### src/design/aarr_consts.svh
// constants for the aux converter round robin control
// assumes one 40 MHz clock; included by the package and every module but the settle timer
// Contract
// - one pin slot per round robin cycle; eight cycles cover eight pins.
// - after start, pin slot takes pin 1, then pin 3, then onward.
// - inactive pin slot is skipped but keeps its time in the cycle.
// - pin result updates only when one pin is locked; else 0x8000.
// - all twelve misc inputs convert in every cycle while running.
// - protector dac slots read the live threshold, never a copy.
// - a trigger write of one starts the converter; later edits wait.
// - trigger captures mode, selects, settling, cell count, pin setup.
// - a status output shows whether the converter is running.
// - misc ready sets once every misc input converted since trigger.
// - cell ready sets once each selected cell channel converted once.
// - pin ready sets after eight pin slots; inactive results dropped.
// - mode 0b00 stops; mode 0b01 runs one cycle then stops.
// - mode 0b10 runs until mode 0b00 is triggered.
// - mode 0b11 runs eight cycles then stops.
// - runs only when active; sleep freezes state, wake resumes it.
// - align 0: cell slot follows the main slot of its cell.
// - align 1: cell slot always meets main slot 12, cell 8.
// - cell select 00h loops active cells; 04h locks cell 3.
// - cell result updates only for valid lock after settling; else 0x8000.
// - settling select gives 4.3 ms, 2.3 ms or 1.3 ms waits.
`ifndef AARR_CONSTS_SVH
`define AARR_CONSTS_SVH
`define AARR_CLK_KHZ 40000
`define AARR_SETTLE0_MS 4.3
`define AARR_SETTLE1_MS 2.3
`define AARR_SETTLE2_MS 1.3
`define AARR_SETTLE_SEL0 2'h0
`define AARR_SETTLE_SEL1 2'h1
`define AARR_MODE_STOP 2'h0
`define AARR_MODE_SINGLE 2'h1
`define AARR_MODE_CONT 2'h2
`define AARR_MODE_BURST 2'h3
`define AARR_SLOT_FIRST 4'h0
`define AARR_SLOT_CELL 4'h5
`define AARR_SLOT_MISC_LAST 4'hc
`define AARR_SLOT_PIN 4'hd
`define AARR_SLOT_LAST 4'hd
`define AARR_BURST_LAST 4'h7
`define AARR_BURST_CNT 4'h8
`define AARR_RES_RST 16'h8000
`define AARR_CSEL_LOOP 5'h00
`define AARR_CSEL_OFS 5'h01
`define AARR_CH_FIRST 5'h01
`define AARR_CH_BB 5'h11
`define AARR_NCELL_MAX 5'h10
`define AARR_NCELL_ZERO 4'h0
`define AARR_PSEL_FIRST 4'h1
`define AARR_NPIN 4'h8
`define AARR_PIN_LAST_VISIT 4'h7
`define AARR_PINCFG_W 3
`define AARR_PIN_ADC 3'h1
`define AARR_PIN_ADC_TH 3'h2
`define AARR_MAIN_FIX_SLOT 5'h0c
`define AARR_MAIN_CELL_OFS 5'h04
`endif

### src/design/aarr_pkg.sv
// shared types of the aux round robin control
// assumes aarr_consts.svh is on the include path
`include "aarr_consts.svh"
package aarr_pkg;
  typedef enum logic [1:0] {
    aarr_stop = `AARR_MODE_STOP,
    aarr_single = `AARR_MODE_SINGLE,
    aarr_cont = `AARR_MODE_CONT,
    aarr_burst = `AARR_MODE_BURST
  } aarr_mode_t;
  typedef enum logic [1:0] {
    aarr_idle,
    aarr_align,
    aarr_req,
    aarr_wait
  } aarr_state_t;
endpackage

### src/design/aarr_settle_timer.sv
// filter settling down-counter
// assumes load and run come from the same clock domain
`timescale 1ns/1ps
module aarr_settle_timer #(
  parameter int TW = 18
)
(
  input wire logic ref_clk, // system clock
  input wire logic sys_rst, // async reset
  input wire logic load, // restart the wait
  input wire logic run, // count only while active
  input wire logic [TW-1:0] count, // wait in cycles
  output logic done // wait elapsed
);
  logic [TW-1:0] cnt_q;

  always_ff @(posedge ref_clk or posedge sys_rst)
    if (sys_rst)
      cnt_q <= '0;
    else if (load)
      cnt_q <= count;
    else if (run && cnt_q != '0)
      cnt_q <= cnt_q - 1'b1;

  assign done = (cnt_q == '0);
endmodule

### src/design/aarr_result_reg.sv
// 16-bit result holder that idles at the no-data code
// assumes clear and load never matter in the same cycle twice
`timescale 1ns/1ps
`include "aarr_consts.svh"
module aarr_result_reg (
  input wire logic ref_clk, // system clock
  input wire logic sys_rst, // async reset
  input wire logic clear, // back to no-data code
  input wire logic load, // take din
  input wire logic [15:0] din, // conversion word
  output logic [7:0] res_high, // high byte
  output logic [7:0] res_low // low byte
);
  logic [15:0] res_q;

  // load wins over clear; aarr_ctrl masks slot_end on a restart, so a result landing then is dropped
  always_ff @(posedge ref_clk or posedge sys_rst)
    if (sys_rst)
      res_q <= `AARR_RES_RST;
    else if (load)
      res_q <= din;
    else if (clear)
      res_q <= `AARR_RES_RST;

  assign res_high = res_q[15:8];
  assign res_low = res_q[7:0];
endmodule

### src/design/aarr_ctrl.sv
// aux converter round robin sequencer: slot timing, config capture,
// channel stepping, results and ready flags
// assumes the converter answers each conv_req with one conv_done
`timescale 1ns/1ps
`include "aarr_consts.svh"
module aarr_ctrl
  import aarr_pkg::*;
#(
  parameter int CLK_KHZ = `AARR_CLK_KHZ,
  parameter int SETTLE0_CYC = int'(`AARR_SETTLE0_MS * CLK_KHZ),
  parameter int SETTLE1_CYC = int'(`AARR_SETTLE1_MS * CLK_KHZ),
  parameter int SETTLE2_CYC = int'(`AARR_SETTLE2_MS * CLK_KHZ),
  parameter int TW = 18
)
(
  input wire logic ref_clk, // 40 MHz clock
  input wire logic sys_rst, // async reset
  input wire logic aux_trigger, // go strobe
  input wire logic [1:0] aux_run_mode, // run mode
  input wire logic [4:0] aux_cell_channel_select, // cell lock or loop
  input wire logic [1:0] aux_filter_settling_select, // settling pick
  input wire logic [3:0] aux_pin_channel_select, // pin lock or loop
  input wire logic [3:0] highest_active_cell, // 0 means 16
  input wire logic [23:0] pin_function_config, // 3 bits per pin
  input wire logic aux_cell_align_fixed, // 1: fixed alignment
  input wire logic device_active, // low in sleep
  input wire logic [4:0] main_slot, // main converter slot now
  input wire logic conv_done, // conversion finished
  input wire logic [15:0] conv_data, // conversion word
  output logic conv_req, // start a conversion
  output logic [3:0] conv_slot, // slot being converted
  output logic [4:0] cell_input_selector, // cell mux channel
  output logic [2:0] pin_input_selector, // pin mux, 0 = pin 1
  output logic conv_used, // slot result is kept
  output logic aux_running, // converter running
  output logic misc_inputs_ready, // misc ready flag
  output logic cell_slot_ready, // cell ready flag
  output logic pin_slot_ready, // pin ready flag
  output logic [7:0] aux_cell_result_high, // cell result high
  output logic [7:0] aux_cell_result_low, // cell result low
  output logic [7:0] aux_pin_result_high, // pin result high
  output logic [7:0] aux_pin_result_low // pin result low
);
  aarr_state_t state_q;
  aarr_state_t state_d;
  aarr_mode_t mode_q;
  logic trig_q;
  logic trig_pulse;
  logic [4:0] csel_q;
  logic [1:0] settle_q;
  logic [3:0] psel_q;
  logic [4:0] ncell_q;
  logic [23:0] pcfg_q;
  logic align_fix_q;
  logic [3:0] slot_q;
  logic [3:0] cycles_q;
  logic [4:0] cell_ch_q;
  logic [4:0] cell_ch_nx;
  logic [2:0] pin_seq_q;
  logic [3:0] pin_visits_q;
  logic [2:0] pin_now;
  logic [2:0] pin_fn;
  logic [3:0] next_slot;
  logic [4:0] align_tgt;
  logic [1:0] settle_pick;
  logic [TW-1:0] settle_cnt;
  logic slot_end;
  logic cyc_end;
  logic last_cyc;
  logic cell_lock;
  logic ch_ok;
  logic settled;
  logic cell_conv;
  logic cell_step;
  logic pin_lock;
  logic pin_act;
  logic pin_slot_end;

  // one capture per rising edge, a held trigger does not re-arm
  assign trig_pulse = aux_trigger & ~trig_q;

  always_ff @(posedge ref_clk or posedge sys_rst)
    if (sys_rst)
      trig_q <= 1'b0;
    else
      trig_q <= aux_trigger;

  always_ff @(posedge ref_clk or posedge sys_rst)
    if (sys_rst)
    begin
      mode_q <= aarr_stop;
      csel_q <= `AARR_CSEL_LOOP;
      settle_q <= `AARR_SETTLE_SEL0;
      psel_q <= '0;
      ncell_q <= `AARR_NCELL_MAX;
      pcfg_q <= '0;
      align_fix_q <= 1'b0;
    end
    else if (trig_pulse)
    begin
      mode_q <= aarr_mode_t'(aux_run_mode);
      csel_q <= aux_cell_channel_select;
      settle_q <= aux_filter_settling_select;
      psel_q <= aux_pin_channel_select;
      ncell_q <= (highest_active_cell == `AARR_NCELL_ZERO) ?
        `AARR_NCELL_MAX : {1'b0, highest_active_cell};
      pcfg_q <= pin_function_config;
      align_fix_q <= aux_cell_align_fixed;
    end

  assign next_slot = (slot_q == `AARR_SLOT_LAST) ?
    `AARR_SLOT_FIRST : 4'(slot_q + 4'h1);
  // sleep freezes the sequence, including a pending conversion
  assign slot_end = (state_q == aarr_wait) && conv_done &&
    device_active && !trig_pulse;
  assign cyc_end = slot_end && (slot_q == `AARR_SLOT_LAST);
  assign last_cyc = (mode_q == aarr_single) ||
    (mode_q == aarr_burst && cycles_q == `AARR_BURST_LAST);

  always_comb
  begin
    state_d = state_q;
    if (trig_pulse)
      state_d = (aarr_mode_t'(aux_run_mode) == aarr_stop) ?
        aarr_idle : aarr_req;
    else if (device_active)
      unique case (state_q)
        aarr_idle:
          state_d = aarr_idle;
        aarr_align:
          if (main_slot == align_tgt)
            state_d = aarr_req;
        aarr_req:
          state_d = aarr_wait;
        aarr_wait:
          if (conv_done)
          begin
            if (cyc_end && last_cyc)
              state_d = aarr_idle;
            else if (next_slot == `AARR_SLOT_CELL)
              state_d = aarr_align;
            else
              state_d = aarr_req;
          end
      endcase
  end

  always_ff @(posedge ref_clk or posedge sys_rst)
    if (sys_rst)
      state_q <= aarr_idle;
    else
      state_q <= state_d;

  always_ff @(posedge ref_clk or posedge sys_rst)
    if (sys_rst)
      slot_q <= `AARR_SLOT_FIRST;
    else if (trig_pulse)
      slot_q <= `AARR_SLOT_FIRST;
    else if (slot_end)
      slot_q <= next_slot;

  always_ff @(posedge ref_clk or posedge sys_rst)
    if (sys_rst)
      cycles_q <= '0;
    else if (trig_pulse)
      cycles_q <= '0;
    else if (cyc_end && cycles_q != `AARR_BURST_CNT)
      cycles_q <= 4'(cycles_q + 4'h1);

  assign conv_req = (state_q == aarr_req) && device_active;
  assign conv_slot = slot_q;
  assign aux_running = (state_q != aarr_idle);

  // dynamic target tracks the cell in the mux; bus-bar uses the fixed one
  assign align_tgt = (align_fix_q || cell_ch_q == `AARR_CH_BB) ?
    `AARR_MAIN_FIX_SLOT :
    5'(cell_ch_q + `AARR_MAIN_CELL_OFS);

  assign cell_lock = (csel_q != `AARR_CSEL_LOOP);
  assign ch_ok = (cell_ch_q == `AARR_CH_BB) ||
    (cell_ch_q >= `AARR_CH_FIRST && cell_ch_q <= ncell_q);
  assign cell_ch_nx = (cell_ch_q == `AARR_CH_BB) ? `AARR_CH_FIRST :
    (cell_ch_q >= ncell_q) ? `AARR_CH_BB : 5'(cell_ch_q + 5'h01);

  // an unsettled cell slot still runs so the cycle keeps its length
  assign cell_conv = slot_end && (slot_q == `AARR_SLOT_CELL) &&
    settled && ch_ok;
  assign cell_step = cell_conv && !cell_lock;

  always_ff @(posedge ref_clk or posedge sys_rst)
    if (sys_rst)
      cell_ch_q <= `AARR_CH_FIRST;
    else if (trig_pulse)
      cell_ch_q <= (aux_cell_channel_select == `AARR_CSEL_LOOP) ?
        `AARR_CH_FIRST :
        5'(aux_cell_channel_select - `AARR_CSEL_OFS);
    else if (cell_step)
      cell_ch_q <= cell_ch_nx;

  assign settle_pick = trig_pulse ? aux_filter_settling_select : settle_q;

  always_comb
    unique case (settle_pick)
      `AARR_SETTLE_SEL0: settle_cnt = TW'(SETTLE0_CYC);
      `AARR_SETTLE_SEL1: settle_cnt = TW'(SETTLE1_CYC);
      default: settle_cnt = TW'(SETTLE2_CYC);
    endcase

  aarr_settle_timer #(
    .TW(TW)
  ) u_settle (
    .ref_clk(ref_clk),
    .sys_rst(sys_rst),
    .load(trig_pulse || cell_step),
    .run(device_active),
    .count(settle_cnt),
    .done(settled)
  );

  aarr_result_reg u_cell_res (
    .ref_clk(ref_clk),
    .sys_rst(sys_rst),
    .clear(trig_pulse),
    .load(cell_conv && cell_lock),
    .din(conv_data),
    .res_high(aux_cell_result_high),
    .res_low(aux_cell_result_low)
  );

  // pins out of 1..8 in the select behave as loop
  assign pin_lock = (psel_q >= `AARR_PSEL_FIRST) &&
    (psel_q <= `AARR_NPIN);
  // loop order 1,3,5,7,2,4,6,8 by bit-rotating the sequence count
  assign pin_now = pin_lock ? 3'(psel_q - `AARR_PSEL_FIRST) :
    {pin_seq_q[1:0], pin_seq_q[2]};
  assign pin_fn = pcfg_q[`AARR_PINCFG_W * pin_now +: `AARR_PINCFG_W];
  assign pin_act = (pin_fn == `AARR_PIN_ADC) ||
    (pin_fn == `AARR_PIN_ADC_TH);
  assign pin_slot_end = slot_end && (slot_q == `AARR_SLOT_PIN);

  always_ff @(posedge ref_clk or posedge sys_rst)
    if (sys_rst)
      pin_seq_q <= '0;
    else if (trig_pulse)
      pin_seq_q <= '0;
    else if (pin_slot_end && !pin_lock)
      pin_seq_q <= 3'(pin_seq_q + 3'h1);

  always_ff @(posedge ref_clk or posedge sys_rst)
    if (sys_rst)
      pin_visits_q <= '0;
    else if (trig_pulse)
      pin_visits_q <= '0;
    else if (pin_slot_end && pin_visits_q != `AARR_NPIN)
      pin_visits_q <= 4'(pin_visits_q + 4'h1);

  aarr_result_reg u_pin_res (
    .ref_clk(ref_clk),
    .sys_rst(sys_rst),
    .clear(trig_pulse),
    .load(pin_slot_end && pin_lock && pin_act),
    .din(conv_data),
    .res_high(aux_pin_result_high),
    .res_low(aux_pin_result_low)
  );

  // protector dac slots sample the live threshold, nothing is latched
  assign conv_used = (slot_q == `AARR_SLOT_CELL) ? (settled && ch_ok) :
    (slot_q == `AARR_SLOT_PIN) ? pin_act : 1'b1;

  always_ff @(posedge ref_clk or posedge sys_rst)
    if (sys_rst)
    begin
      cell_input_selector <= `AARR_CH_FIRST;
      pin_input_selector <= '0;
    end
    else
    begin
      cell_input_selector <= cell_ch_q;
      pin_input_selector <= pin_now;
    end

  // a restart clears; slot_end is masked in that cycle, so no old-run slot end can set it
  always_ff @(posedge ref_clk or posedge sys_rst)
    if (sys_rst)
      misc_inputs_ready <= 1'b0;
    else if (slot_end && slot_q == `AARR_SLOT_MISC_LAST)
      misc_inputs_ready <= 1'b1;
    else if (trig_pulse)
      misc_inputs_ready <= 1'b0;

  always_ff @(posedge ref_clk or posedge sys_rst)
    if (sys_rst)
      cell_slot_ready <= 1'b0;
    else if (cell_conv && (cell_lock || cell_ch_q == `AARR_CH_BB))
      cell_slot_ready <= 1'b1;
    else if (trig_pulse)
      cell_slot_ready <= 1'b0;

  always_ff @(posedge ref_clk or posedge sys_rst)
    if (sys_rst)
      pin_slot_ready <= 1'b0;
    else if (pin_slot_end && pin_visits_q == `AARR_PIN_LAST_VISIT)
      pin_slot_ready <= 1'b1;
    else if (trig_pulse)
      pin_slot_ready <= 1'b0;
endmodule

### config.mk
export PLATFORM = sky130hd
export DESIGN_NAME = aarr_ctrl
export DESIGN_NICKNAME = d
export VERILOG_FILES = /design/src/design/aarr_pkg.sv /design/src/design/aarr_settle_timer.sv /design/src/design/aarr_result_reg.sv /design/src/design/aarr_ctrl.sv
export VERILOG_INCLUDE_DIRS = /design/src /design/src/design
export SDC_FILE = /design/constraint.sdc
export NUM_CORES = 1
export LEC_CHECK = 0
export BUFFER_PORTS_ARGS = -buffer_cell sky130_fd_sc_hd__buf_2
export CELL_PAD_IN_SITES_DETAIL_PLACEMENT = 1
export CELL_PAD_IN_SITES_GLOBAL_PLACEMENT = 2
export CORE_UTILIZATION = 37
export DETAILED_ROUTE_END_ITERATION = 12
export PLACE_DENSITY_LB_ADDON = 0.08
export RECOVER_POWER = 100
export SYNTH_ARGS = -nofsm -noshare
export SYNTH_HDL_FRONTEND = slang
export SYNTH_SLANG_ARGS = --single-unit
### constraint.sdc
create_clock -name ref_clk -period 6.9 [get_ports ref_clk]
set_clock_uncertainty 0.1 [all_clocks]
set_input_delay 1.725 -clock ref_clk [delete_from_list [all_inputs] [get_ports ref_clk]]
set_output_delay 1.725 -clock ref_clk [all_outputs]
set_load 0.02 [all_outputs]
# After elaboration in Yosys (flattened, before gate mapping)
# Index checks and enable logic that the tools add are counted.
# word_totals
reg_bits	127
input_bits	68
out_inout_bits	50
word_cells	153
# op_classes
addsub	9
multipliers	1
order_cmp	5
eq_ne	20
shifts	1
mux	38
bitwise	2
n_reduce_logical	55
# op_table
op	n
two-way mux 16 bit	3
two-way mux 18 bit	2
one-hot mux 18 bit (2 select lines)	1
two-way mux 5 bit	7
two-way mux 4 bit	7
nonzero test 2 bit	13
logical AND 1 bit	24
variable part select 24 x 6 -> 3 bit	1
logical NOT 18 bit	1
nonzero test 18 bit	1
subtractor 18 x 1 -> 18 bit, second input constant	1
equality test 4 x 3 -> 1 bit, second input constant	4
two-way mux 2 bit	8
adder 4 x 1 -> 4 bit, second input constant	3
two-way mux 3 bit	3
equality test 4 bit, second input constant	2
inequality test 4 bit, second input constant	2
one-hot mux 2 bit (4 select lines)	1
equality test 2 x 1 -> 1 bit, second input constant	3
equality test 2 bit, second input constant	3
logical NOT 2 bit	3
logical OR 1 bit	6
two-way mux 1 bit	6
inequality test 3 bit, second input constant	2
22 further kinds	24

# Longest topological paths before layout
# Gate-level depths: netlist of the first run.
# logic_depth
ltp_word	11
ltp_mapped	12

# By module
# From an unflattened synthesis of the first run, not the netlist that was laid out.
# unflattened
hier_cells	705
area_unflattened_um2	6757.7
# by_module_without_submodules
module	n_inst	cells_each	area_per_inst_um2
aarr_ctrl	1	446	4003.8
aarr_result_reg	2	58	758.2
aarr_settle_timer	1	143	1237.4

# Worst setup path before layout of the first run
# OpenSTA, ideal clock, no wires.
# synth_timing
path_kind	flip-flop to output port
from	register psel_q[0]
to	output conv_used
t_arrival_ns	2.778
setup_slack_ns	2.297
stages_incl_launch_ff	12
n_path_buf	1
cell_sequence	dfrtp_1 > inv_1 > ha_1 > and2b_2 > mux2_2 > and2_4 > buf_8 > a2111oi_0 > nor4_1 > xnor2_1 > nor2_1 > a211o_1
# synth_via
elab_chain_len	9
word_cells_on_any_way	12
# synth_rtl
item	line_no	rtl
start, declared	aarr_ctrl.sv:51	logic [3:0] psel_q;
start signal, assigned	aarr_ctrl.sv:104	psel_q <= aux_pin_channel_select;
>= comparator 4 x 1 -> 1 bit (no line) or <= comparator 4 bit (tied branches)	n/a	
logical AND 1 bit	aarr_ctrl.sv:231	assign pin_lock = (psel_q >= `AARR_PSEL_FIRST) &&
two-way mux 3 bit *	aarr_ctrl.sv:234	assign pin_now = pin_lock ? 3'(psel_q - `AARR_PSEL_FIRST) :
multiplier 2 x 3 -> 5 bit (no line) *	n/a	
variable part select 24 x 6 -> 3 bit *	aarr_ctrl.sv:236	assign pin_fn = pcfg_q[`AARR_PINCFG_W * pin_now +: `AARR_PINCFG_W];
equality test 3 x 1 -> 1 bit (no line) or equality test 3 x 2 -> 1 bit (tied branches)	n/a	
logical OR 1 bit *	aarr_ctrl.sv:237	assign pin_act = (pin_fn == `AARR_PIN_ADC) ||
two-way mux 1 bit *	aarr_ctrl.sv:269	(slot_q == `AARR_SLOT_PIN) ? pin_act : 1'b1;
two-way mux 1 bit *	aarr_ctrl.sv:268	assign conv_used = (slot_q == `AARR_SLOT_CELL) ? (settled && ch_ok) :
end, declared	aarr_ctrl.sv:34	output logic conv_used,
# Every way passes the cells marked *; elsewhere a longest branch is shown, timed or not.

# Final worst setup path of the first run
# Ends and elaborated chain as after synthesis.

==> metrics, run 1 <==
status finished, violations left; failing checks max-capacitance violations, max-slew violations; Inst Count DP 1003; Reg2Reg Setup Slack 2.10 ns; post_cts resized 0; crit end category output pin; cts-stage hold buffer count 0; Core Util, Final 45.6%; Avg Inst Size Synth 9.20 um^2; Largest stage delay, worst path 0.67 ns; R2R cell count 10; worst min-delay path category reg -> reg; layout cells sized above 1 13.9%; Area growth, synth to finish 20.1%; Simple-Gate Fraction of Synth Area 20.6%; adder-cell share of the synthesized area 3.77%; leakage power 3.46 nW; Mapped Cells 685; r2r endpoint u_pin_res.res_q[13]; Port Buffers 117; largest net degree at the start of global routing 74; main combinational cell family by area after synthesis simple AND/OR/NAND/NOR gates; initial antenna violation count 0; crit path cell chain inv_1 > ha_1 > or4b_4 > o211ai_1 > and2_0 > a2111oi_0 > nor4_1 > xnor2_1 > nor2_1 > a211o_1 > buf_2; WP data arrival 4.12 ns; Avg WL per Cell 16.0 um; first-pass GRT wire length 28400 um; fin crit period 5.95 ns; maximum clock path buffer count 2; setup bufs post-CTS 0; Final #Nets 889; post-route cell area 0.00756 mm^2; Critical Path Source Type register; Pwr Density 296 mW/mm^2; Via Count 5155; delay-heaviest family, CP simple AND/OR/NAND/NOR gates; vias in the first global route 5648; chip width 132 um; TritonCTS clock tree yes; fin cells 1035; cts bufs inserted 17; Initial DRC Count 185; DP HPWL 11700 um; synthesized area 0.00630 mm^2; Final setup viols 0; gr ovfl total 0; Critical Path RT 5.08 ns; worst r2r src psel_q[0]; VDD IR max 0.153 mV; setup TNS 0 ns; synth unique cells 57; Yosys Warn Count 0; Max Cap Viol 6; Max Slew Vio Count 283; Period Utilization, post-route 86.2%; top achievable clock speed 168 MHz; fillers 1991; CTS Root Cell clkbuf_16; CTS Sinks 127; Starting Density 38.0%; post-synthesis sequential area ratio 50.5%; Hold Path Sink csel_q[2]; n_diodes 0; Core Area 0.0166 mm^2; antenna-violating nets left 0; Die ar. 0.0176 mm^2; Hold Crit Start csel_q[2]; RePlAce Congestion 0.817; critical-path maximum fanout 13; # H-tree levels 4; Max transition margin -113%; CTS clk-pin slew, worst paths 0.06 ns; DR vias/cell 4.98; count of state elements after synthesis 127; worst skew pair latency 0.42 ns; Post-Route WL 16500 um; drc violations 0; Boundary Pins 118; Synth Area in Compound Gates 11.1%; mux contribution to synthesized area 4.35%; Crit Path Class reg -> out; Worst-Margin Slew 3.20 ns; RSZ-0062 raised after global routing no; worst hold path depth 2; xor and xnor area share after synthesis 4.73%; First-pass DRT Iterations 4; Die Height 132 um; Synth async-reset ratio 100%; CP max-delay cell and2_0; final hold vios 0; total power 2.24 mW; Overall Global Routing Usage 20.4%; placed instance area 0.00710 mm^2; main flop type after synthesis dfrtp_1; crit path buf inv count 2; Core Rows 47; number of synthesized flops with an enable pin 0; Post-Syn Nets 772
## worst reg2reg max path, stage by stage (launching register included)
cell and delay (ns):
dfrtp_1 0.39, inv_1 0.10, ha_1 0.23, or4b_4 0.47
o211ai_1 0.31, and2_0 0.67, a2111oi_0 0.28, nor4_1 0.37
xnor2_1 0.19, nor3_2 1.30, mux2i_1 0.21
## synth_stat cells, drive strengths merged, types with 8 or more instances
library cell | instances | area share [%]
nor3 | 15 | 1.4
inv | 50 | 3.0
nor4 | 9 | 0.89
xnor2 | 20 | 2.8
xor2 | 14 | 1.9
o21ai | 46 | 3.7
a21boi | 8 | 0.95
dfrtp | 122 | 48
nor2 | 39 | 2.3
nand3 | 9 | 0.71
a21oi | 23 | 1.8
ha | 19 | 3.8
a2111oi | 9 | 1.3
clkbuf | 19 | 1.1
nand2 | 182 | 11
mux2i | 25 | 4.2
## area by class of cell
cell class	instances	area, um^2	area share (%)
clock buffer	20	447	5.90
clock inverter	12	135	1.79
inverter	50	189	2.50
multi-input combinational	483	2790	36.8
sequential	127	3180	42.1
tap	220	275	3.64
timing repair buffer	123	549	7.26
## sequential cells by signal (all words and copies together), names as in the netlist
register             flops
csel_q                   5
pin_input_selector       3
u_cell_res.res_q        16
cycles_q                 4
pin_visits_q             4
state_q                  2
settle_q                 2
cell_ch_q                5
u_pin_res.res_q         16
pin_slot_ready           1
align_fix_q              1
conv_slot                4
pin_seq_q                3
misc_inputs_ready        1
mode_q                   2
u_settle.cnt_q          18
trig_q                   1
pcfg_q                  24
ncell_q                  5
psel_q                   4
cell_slot_ready          1
cell_input_selector      5
## layer usage
| layer | global-route usage (%) | up-vias | share of wire (%) |
|---|---|---|---|
| li1 | - | 2515 | - |
| met1 | 25.7 | 2554 | 46 |
| met2 | 35.4 | 75 | 50 |
| met3 | 4.98 | 11 | 3.5 |
| met4 | 4.34 | 0 | 0.73 |
| met5 | 0 | - | 0 |
## per-stage QoR
stage | worst slack [ns] | hold slack [ns]
after floorplan | 1.70 | 0.300
after global placement | 1.97 | 0.327
after detailed placement | 1.79 | 0.323
after CTS | 1.31 | 0.332
after global routing | 0.697 | 0.398
final | 0.952 | 0.375
## cells in the final DEF (no fill, tap or decap), types with 4 or more instances in the layout
| master | n |
|---|---|
| clkbuf_1 | 57 |
| o21a_1 | 4 |
| and2_0 | 4 |
| a2111oi_0 | 8 |
| nor3_1 | 14 |
| nand4_1 | 7 |
| a21boi_0 | 8 |
| dfstp_2 | 4 |
| clkbuf_16 | 17 |
| xnor2_1 | 20 |
| nand3_1 | 9 |
| nor2b_1 | 5 |
| inv_1 | 49 |
| o21ai_0 | 45 |
| ha_1 | 19 |
| nand2_1 | 182 |
| a21oi_1 | 23 |
| nor4_1 | 8 |
| clkinvlp_4 | 4 |
| dfrtp_1 | 122 |
| nand2b_1 | 4 |
| xor2_1 | 14 |
| nor2_1 | 39 |
| mux2i_1 | 24 |
| buf_2 | 67 |
## kinds of logic after synthesis
family          count (synthesis)
simple gates                  294
mux                            26
fa+ha+maj                      19
compound gates                110
buf+inv                        75
xor+xnor                       34
flops                         127
## worst max path at each step
stage                        endpoint  cells after the start      start  slack (ns)
after floorplan           align_fix_q                      1    sys_rst        1.70
after global placement      conv_used                     12  psel_q[0]        1.97
after CTS                   conv_used                     11  psel_q[0]        1.31
after detailed placement    conv_used                     11  psel_q[0]        1.79
after global routing        conv_used                     11  psel_q[0]        0.70
final                       conv_used                     11  psel_q[0]        0.95
## power breakdown
| part | leakage, nW | switching (mW) | internal, mW |
|---|---|---|---|
| Clock | 0.273 | 0.347 | 0.544 |
| Sequential | 1.61 | 0.0802 | 0.832 |
| Combinational | 1.58 | 0.266 | 0.168 |
Power figures use the tool's default switching activity.
==> inputs of run 2 (changes only) <==
--- a/config.mk
+++ b/config.mk
@@ -9,7 +9,9 @@
 export BUFFER_PORTS_ARGS = -buffer_cell sky130_fd_sc_hd__buf_2
 export CELL_PAD_IN_SITES_DETAIL_PLACEMENT = 1
 export CELL_PAD_IN_SITES_GLOBAL_PLACEMENT = 2
-export CORE_UTILIZATION = 37
+export CORE_MARGIN = 2
+export CORE_UTILIZATION = 38
+export CTS_BUF_LIST = sky130_fd_sc_hd__clkbuf_8
 export DETAILED_ROUTE_END_ITERATION = 12
 export PLACE_DENSITY_LB_ADDON = 0.08
 export RECOVER_POWER = 100
==> run 2 against run 1 <==
Net effect:
- the flow still finishes with violations (max-capacitance violations, max-slew violations)
- global-route usage is 0.56 points lower
- worst setup slack worse by 0.13 ns
- die area increased by 0.41%
- critical path depth is 1 higher
- first-iteration DRC count shrank 4.9%
- sequential share of layout area up 1.2 points
- sequential power is essentially flat
- via count shrank 0.23%
- register-to-register slack lost 1.0 ns
- maximum frequency shrank 2.1%
- critical endpoint unchanged
- highest routed layer unchanged
==> metrics, run 2 (same netlist as run 1, synthesis figures left out) <==
WP data arrival 4.25 ns (was 4.12 ns); worst skew pair latency 0.45 ns (was 0.42 ns); vias in the first global route 5575 (was 5648); VDD IR max 0.115 mV (was 0.153 mV); cell mode on critical path inv_1; post-route cell area 0.00735 mm^2 (was 0.00756 mm^2); Post-Route WL 16500 um (about the same); R2R cell count 11 (was 10); gr ovfl total 0 (unchanged); initial antenna violation count 0 (unchanged); chip width 133 um (was 132 um); Die ar. 0.0176 mm^2 (about the same); worst min-delay path category reg -> reg (unchanged); crit end category output pin (unchanged); CTS Root Cell clkbuf_8 (was clkbuf_16); Die Height 133 um (was 132 um); maximum clock path buffer count 2 (unchanged); placed instance area 0.00709 mm^2 (was 0.00710 mm^2); Largest regs pcfg_q x24, u_settle.cnt_q x18 (unchanged); worst hold path depth 2 (unchanged); fillers 1948 (was 1991); CTS Sinks 127 (unchanged); Top reg by flops pcfg_q (unchanged); Period Utilization, post-route 88.0% (was 86.2%); DR vias/cell 4.99 (was 4.98); fin crit period 6.07 ns (was 5.95 ns); failing checks max-capacitance violations, max-slew violations (unchanged); Initial DRC Count 176 (was 185); antenna-violating nets left 0 (unchanged); Avg WL per Cell 16.0 um (about the same); Max Slew Vio Count 292 (was 283); critical-path maximum fanout 9 (was 13); Final #Nets 887 (was 889); final hold vios 0 (unchanged); max reg flops 24 (unchanged); first-pass GRT wire length 28000 um (was 28400 um); leakage power 3.39 nW (was 3.46 nW); most frequent cells in the layout 182 x nand2_1, 122 x dfrtp_1, 66 x buf_2 (was 182 x nand2_1, 122 x dfrtp_1, 67 x buf_2); Final setup viols 0 (unchanged); setup bufs post-CTS 0 (unchanged); CTS clk-pin slew, worst paths 0.07 ns (was 0.06 ns); Port Buffers 117 (unchanged); Worst-Margin Slew 3.28 ns (was 3.20 ns); commonest non-fill, non-tap cell in the layout nand2_1 (unchanged); Boundary Pins 118 (unchanged); Max transition margin -119% (was -113%); First-pass DRT Iterations 5 (was 4); Core Area 0.0164 mm^2 (was 0.0166 mm^2); Max Cap Viol 5 (was 6); cts-stage hold buffer count 0 (unchanged); DP HPWL 11500 um (was 11700 um); RSZ-0062 raised after global routing no (unchanged); layout cells sized above 1 13.3% (was 13.9%); Core Rows 47 (unchanged); Multi-input gate area 0.00278 mm^2 (was 0.00279 mm^2); largest net degree at the start of global routing 74 (unchanged); Crit Path Class reg -> out (unchanged); Largest stage delay, worst path 0.61 ns (was 0.67 ns); Area growth, synth to finish 16.7% (was 20.1%); RePlAce Congestion 0.790 (was 0.817); CP max-delay cell mux2i_1 (was and2_0); n_diodes 0 (unchanged); crit path cell chain inv_1 > ha_1 > nor3b_1 > o21ai_2 > mux2i_1 > inv_1 > a2111oi_0 > nor4_1 > xnor2_1 > nor2_1 > a211o_1 > buf_2 (was inv_1 > ha_1 > or4b_4 > o211ai_1 > and2_0 > a2111oi_0 > nor4_1 > xnor2_1 > nor2_1 > a211o_1 > buf_2); cts bufs inserted 17 (unchanged); Reg2Reg Setup Slack 1.10 ns (was 2.10 ns); Critical Path Source Type register (unchanged); status finished, violations left (unchanged); top achievable clock speed 165 MHz (was 168 MHz); Via Count 5143 (was 5155); # H-tree levels 4 (unchanged); setup TNS 0 ns (unchanged); register area 0.00318 mm^2 (unchanged); drc violations 0 (unchanged); post_cts resized 0 (unchanged); Pwr Density 269 mW/mm^2 (was 296 mW/mm^2); Overall Global Routing Usage 19.8% (was 20.4%); Critical Path RT 5.08 ns (about the same); TritonCTS clock tree yes (unchanged); Starting Density 38.4% (was 38.0%)
==> run 2: report_power, final <==
part / leakage, nW / switching [mW] / internal, mW
clock network: 0.205 / 0.290 / 0.349
logic: 1.57 / 0.260 / 0.168
registers: 1.61 / 0.0805 / 0.831
total: 3.39 / 0.631 / 1.35
==> run 2: routing by layer <==
metal / part of all wire (%) / wire (um) / vias to the layer above / GRT usage (%)
met3: 4.7 / 775 / 23 / 4.37
met4: 1.6 / 264 / 0 / 7.23
met2: 48 / 7890 / 110 / 32.8
li1: - / - / 2508 / -
met1: 46 / 7560 / 2502 / 25.5
met5: 0 / 0 / - / 0
==> run 2: critical path: cells and delay by family (launching register included) <==
| family | cells | cell delay, ns |
|---|---|---|
| mux | 1 | 0.61 |
| buf+inv | 3 | 0.54 |
| xor+xnor | 1 | 0.34 |
| simple gates | 3 | 0.78 |
| flops | 1 | 0.41 |
| fa+ha+maj | 1 | 0.24 |
| compound gates | 3 | 0.89 |
==> run 2: final timing paths <==
kind / start / to
worst max-delay path: psel_q[0] / conv_used
worst min-delay path: align_fix_q / align_fix_q
worst max register to register: psel_q[0] / u_pin_res.res_q[10]
worst min register to register: align_fix_q / align_fix_q
max in group asynchronous: sys_rst / u_cell_res.res_q[9]
min in group asynchronous: sys_rst / cell_input_selector[4]
==> run 2: cell type report <==
type	instances	area share, %
Clock buffer	21	3.93
Clock inverter	9	1.29
Inverter	50	2.57
Multi-Input combinational cell	483	37.8
Sequential cell	127	43.3
Tap cell	220	3.74
Timing Repair Buffer	121	7.32
==> run 2: through the flow <==
| stage | std cells | utilization (%) | total power [mW] | hold slack, ns | setup slack [ns] |
|---|---|---|---|---|---|
| 2_1_floorplan | 685 | - | 1.23 | 0.300 | 1.70 |
| 3_3_place_gp | 1001 | 43.2 | 1.35 | 0.322 | 1.97 |
| 3_5_place_dp | 1001 | 43.2 | 1.37 | 0.324 | 1.78 |
| 4_1_cts | 1031 | 45.5 | 2.02 | 0.338 | 1.25 |
| 5_1_grt | 1031 | 44.8 | 2.10 | 0.411 | 0.471 |
| 6_report | 1031 | 44.8 | 1.98 | 0.380 | 0.825 |
==> inputs of run 3 (changes only) <==
--- a/config.mk
+++ b/config.mk
@@ -10,7 +10,7 @@
 export CELL_PAD_IN_SITES_DETAIL_PLACEMENT = 1
 export CELL_PAD_IN_SITES_GLOBAL_PLACEMENT = 2
 export CORE_MARGIN = 2
-export CORE_UTILIZATION = 38
+export CORE_UTILIZATION = 31
 export CTS_BUF_LIST = sky130_fd_sc_hd__clkbuf_8
 export DETAILED_ROUTE_END_ITERATION = 12
 export PLACE_DENSITY_LB_ADDON = 0.08
==> run 3 against run 2 <==
Net effect:
- the run still ends with max-capacitance violations, max-slew violations left
- largest cell class unchanged
- via count grew 1.1%
- worst setup slack gained 0.084 ns
- power grew 4.8%
- critical path depth decreased by 1
- sequential share of layout area decreased by 0.68 points
- core utilization shrank 7.7 points
- highest routed layer unchanged
- worst hold slack improved by 0.0059 ns
- final area increased by 1.6%
==> metrics, run 3 (same netlist as run 1, synthesis figures left out) <==
Final setup viols 0 (unchanged); Top reg by flops pcfg_q (unchanged); Die ar. 0.0215 mm^2 (was 0.0176 mm^2); setup TNS 0 ns (unchanged); # H-tree levels 4 (unchanged); Max Cap Viol 4 (was 5); failing checks max-capacitance violations, max-slew violations (unchanged); CTS clk-pin slew, worst paths 0.08 ns (was 0.07 ns); first-pass GRT wire length 29100 um (was 28000 um); Largest stage delay, worst path 0.67 ns (was 0.61 ns); CTS Sinks 127 (unchanged); antenna-violating nets left 0 (unchanged); initial antenna violation count 1 (was 0); Place WS 1.67 ns (was 1.78 ns); Worst-Margin Slew 3.25 ns (was 3.28 ns); drc violations 0 (unchanged); Post-Route WL 17400 um (was 16500 um); setup bufs post-CTS 0 (unchanged); worst skew pair latency 0.46 ns (was 0.45 ns); commonest non-fill, non-tap cell in the layout nand2_1 (unchanged); Starting Density 31.3% (was 38.4%); Port Buffers 117 (unchanged); top achievable clock speed 167 MHz (was 165 MHz); largest net degree at the start of global routing 74 (unchanged); Core Area 0.0201 mm^2 (was 0.0164 mm^2); total power 2.08 mW (was 1.98 mW); crit end category output pin (unchanged); Pwr Density 278 mW/mm^2 (was 269 mW/mm^2); Largest regs pcfg_q x24, u_settle.cnt_q x18 (unchanged); cts bufs inserted 17 (unchanged); Area growth, synth to finish 18.6% (was 16.7%); Boundary Pins 118 (unchanged); final hold vios 0 (unchanged); fin crit period 5.99 ns (was 6.07 ns); CP max-delay cell and2_0 (was mux2i_1); leakage power 3.40 nW (was 3.39 nW); VDD IR max 0.0984 mV (was 0.115 mV); Via Count 5200 (was 5143); gr ovfl total 0 (unchanged); Period Utilization, post-route 86.8% (was 88.0%); Initial DRC Count 157 (was 176); RePlAce Congestion 0.843 (was 0.790); Max transition margin -116% (was -119%); Final Worst Setup Slack 0.910 ns (was 0.825 ns); max reg flops 24 (unchanged); Final #Nets 887 (unchanged); cts-stage hold buffer count 0 (unchanged); Max Slew Vio Count 221 (was 292); RSZ-0062 raised after global routing no (unchanged); DP HPWL 12400 um (was 11500 um); Reg2Reg Setup Slack 1.15 ns (was 1.10 ns); DR vias/cell 4.80 (was 4.99); Overall Global Routing Usage 17.0% (was 19.8%); Core Rows 52 (was 47); vias in the first global route 5757 (was 5575); CTS Root Cell clkbuf_8 (unchanged); maximum clock path buffer count 2 (unchanged); WP data arrival 4.17 ns (was 4.25 ns); most frequent cells in the layout 182 x nand2_1, 122 x dfrtp_1, 66 x buf_2 (unchanged); post_cts resized 0 (unchanged); worst min-delay path category reg -> reg (unchanged); First-pass DRT Iterations 7 (was 5); TritonCTS clock tree yes (unchanged); Critical Path RT 5.08 ns (about the same); crit path cell chain inv_1 > ha_1 > or4b_4 > o211ai_1 > and2_0 > a2111oi_0 > nor4_1 > xnor2_1 > nor2_1 > a211o_1 > buf_2 (was inv_1 > ha_1 > nor3b_1 > o21ai_2 > mux2i_1 > inv_1 > a2111oi_0 > nor4_1 > xnor2_1 > nor2_1 > a211o_1 > buf_2); critical-path maximum fanout 13 (was 9); Crit Path Class reg -> out (unchanged); layout cells sized above 1 13.8% (was 13.3%); Avg WL per Cell 16.0 um (about the same); Die Height 147 um (was 133 um); chip width 147 um (was 133 um); status finished, violations left (unchanged); Critical Path Source Type register (unchanged)
==> run 3: cell count changes in the layout (fill, tap and decap cells not counted), sizes merged <==
cell,previous run,this run
buf,66,67
clkinv,1,5
diode,0,1
bufinv,2,4
clkbuf,76,71
==> run 3: area by class of cell <==
type / count / area [um^2]
Multi-Input combinational cell: 483 / 2770
Fill cell: 2422 / 12600
Timing Repair Buffer: 121 / 542
Antenna cell: 1 / 2.50
Inverter: 50 / 189
Sequential cell: 127 / 3180
Clock buffer: 17 / 234
Clock inverter: 15 / 206
Tap cell: 270 / 338
==> run 3: routing by layer <==
layer / global-route usage (%) / up-vias / share of wire (%)
met3: 5.31 / 24 / 5.2
met2: 28.5 / 102 / 47
met1: 21.1 / 2564 / 46
met4: 5.44 / 0 / 1.9
li1: - / 2510 / -
met5: 0 / - / 0
==> run 3: worst max-delay path, delay by kind of cell (launching register included) <==
| kind | cells | cell delay [ns] |
|---|---|---|
| compound gates | 3 | 0.89 |
| xor+xnor | 1 | 0.22 |
| fa+ha+maj | 1 | 0.24 |
| buf+inv | 2 | 0.28 |
| flops | 1 | 0.40 |
| simple gates | 4 | 1.68 |
==> run 3: metrics by stage <==
step                      std cells  utilization [%]  area, um^2  hold WS, ns
after floorplan                 685                -        6300        0.300
after global placement         1051             35.6        7150        0.325
after detailed placement       1051             35.6        7150        0.329
after CTS                      1083             37.8        7590        0.340
after global routing           1083             37.1        7470        0.418
final                          1084             37.1        7470        0.386
==> run 3: final timing paths <==
path	start	to	cells past startpoint
worst max-delay path	psel_q[0]	conv_used	11
worst min-delay path	align_fix_q	align_fix_q	2
worst max register to register	psel_q[0]	u_pin_res.res_q[13]	10
worst min register to register	align_fix_q	align_fix_q	2
max in group asynchronous	sys_rst	settle_q[1]	3
min in group asynchronous	sys_rst	ncell_q[1]	2
==> run 3: report_power, final <==
| part | internal, mW | leakage (nW) | total, mW | switching, mW |
|---|---|---|---|---|
| sequential | 0.830 | 1.61 | 0.912 | 0.0814 |
| combinational | 0.166 | 1.57 | 0.426 | 0.259 |
| clock | 0.398 | 0.217 | 0.738 | 0.340 |
| total | 1.39 | 3.40 | 2.08 | 0.680 |
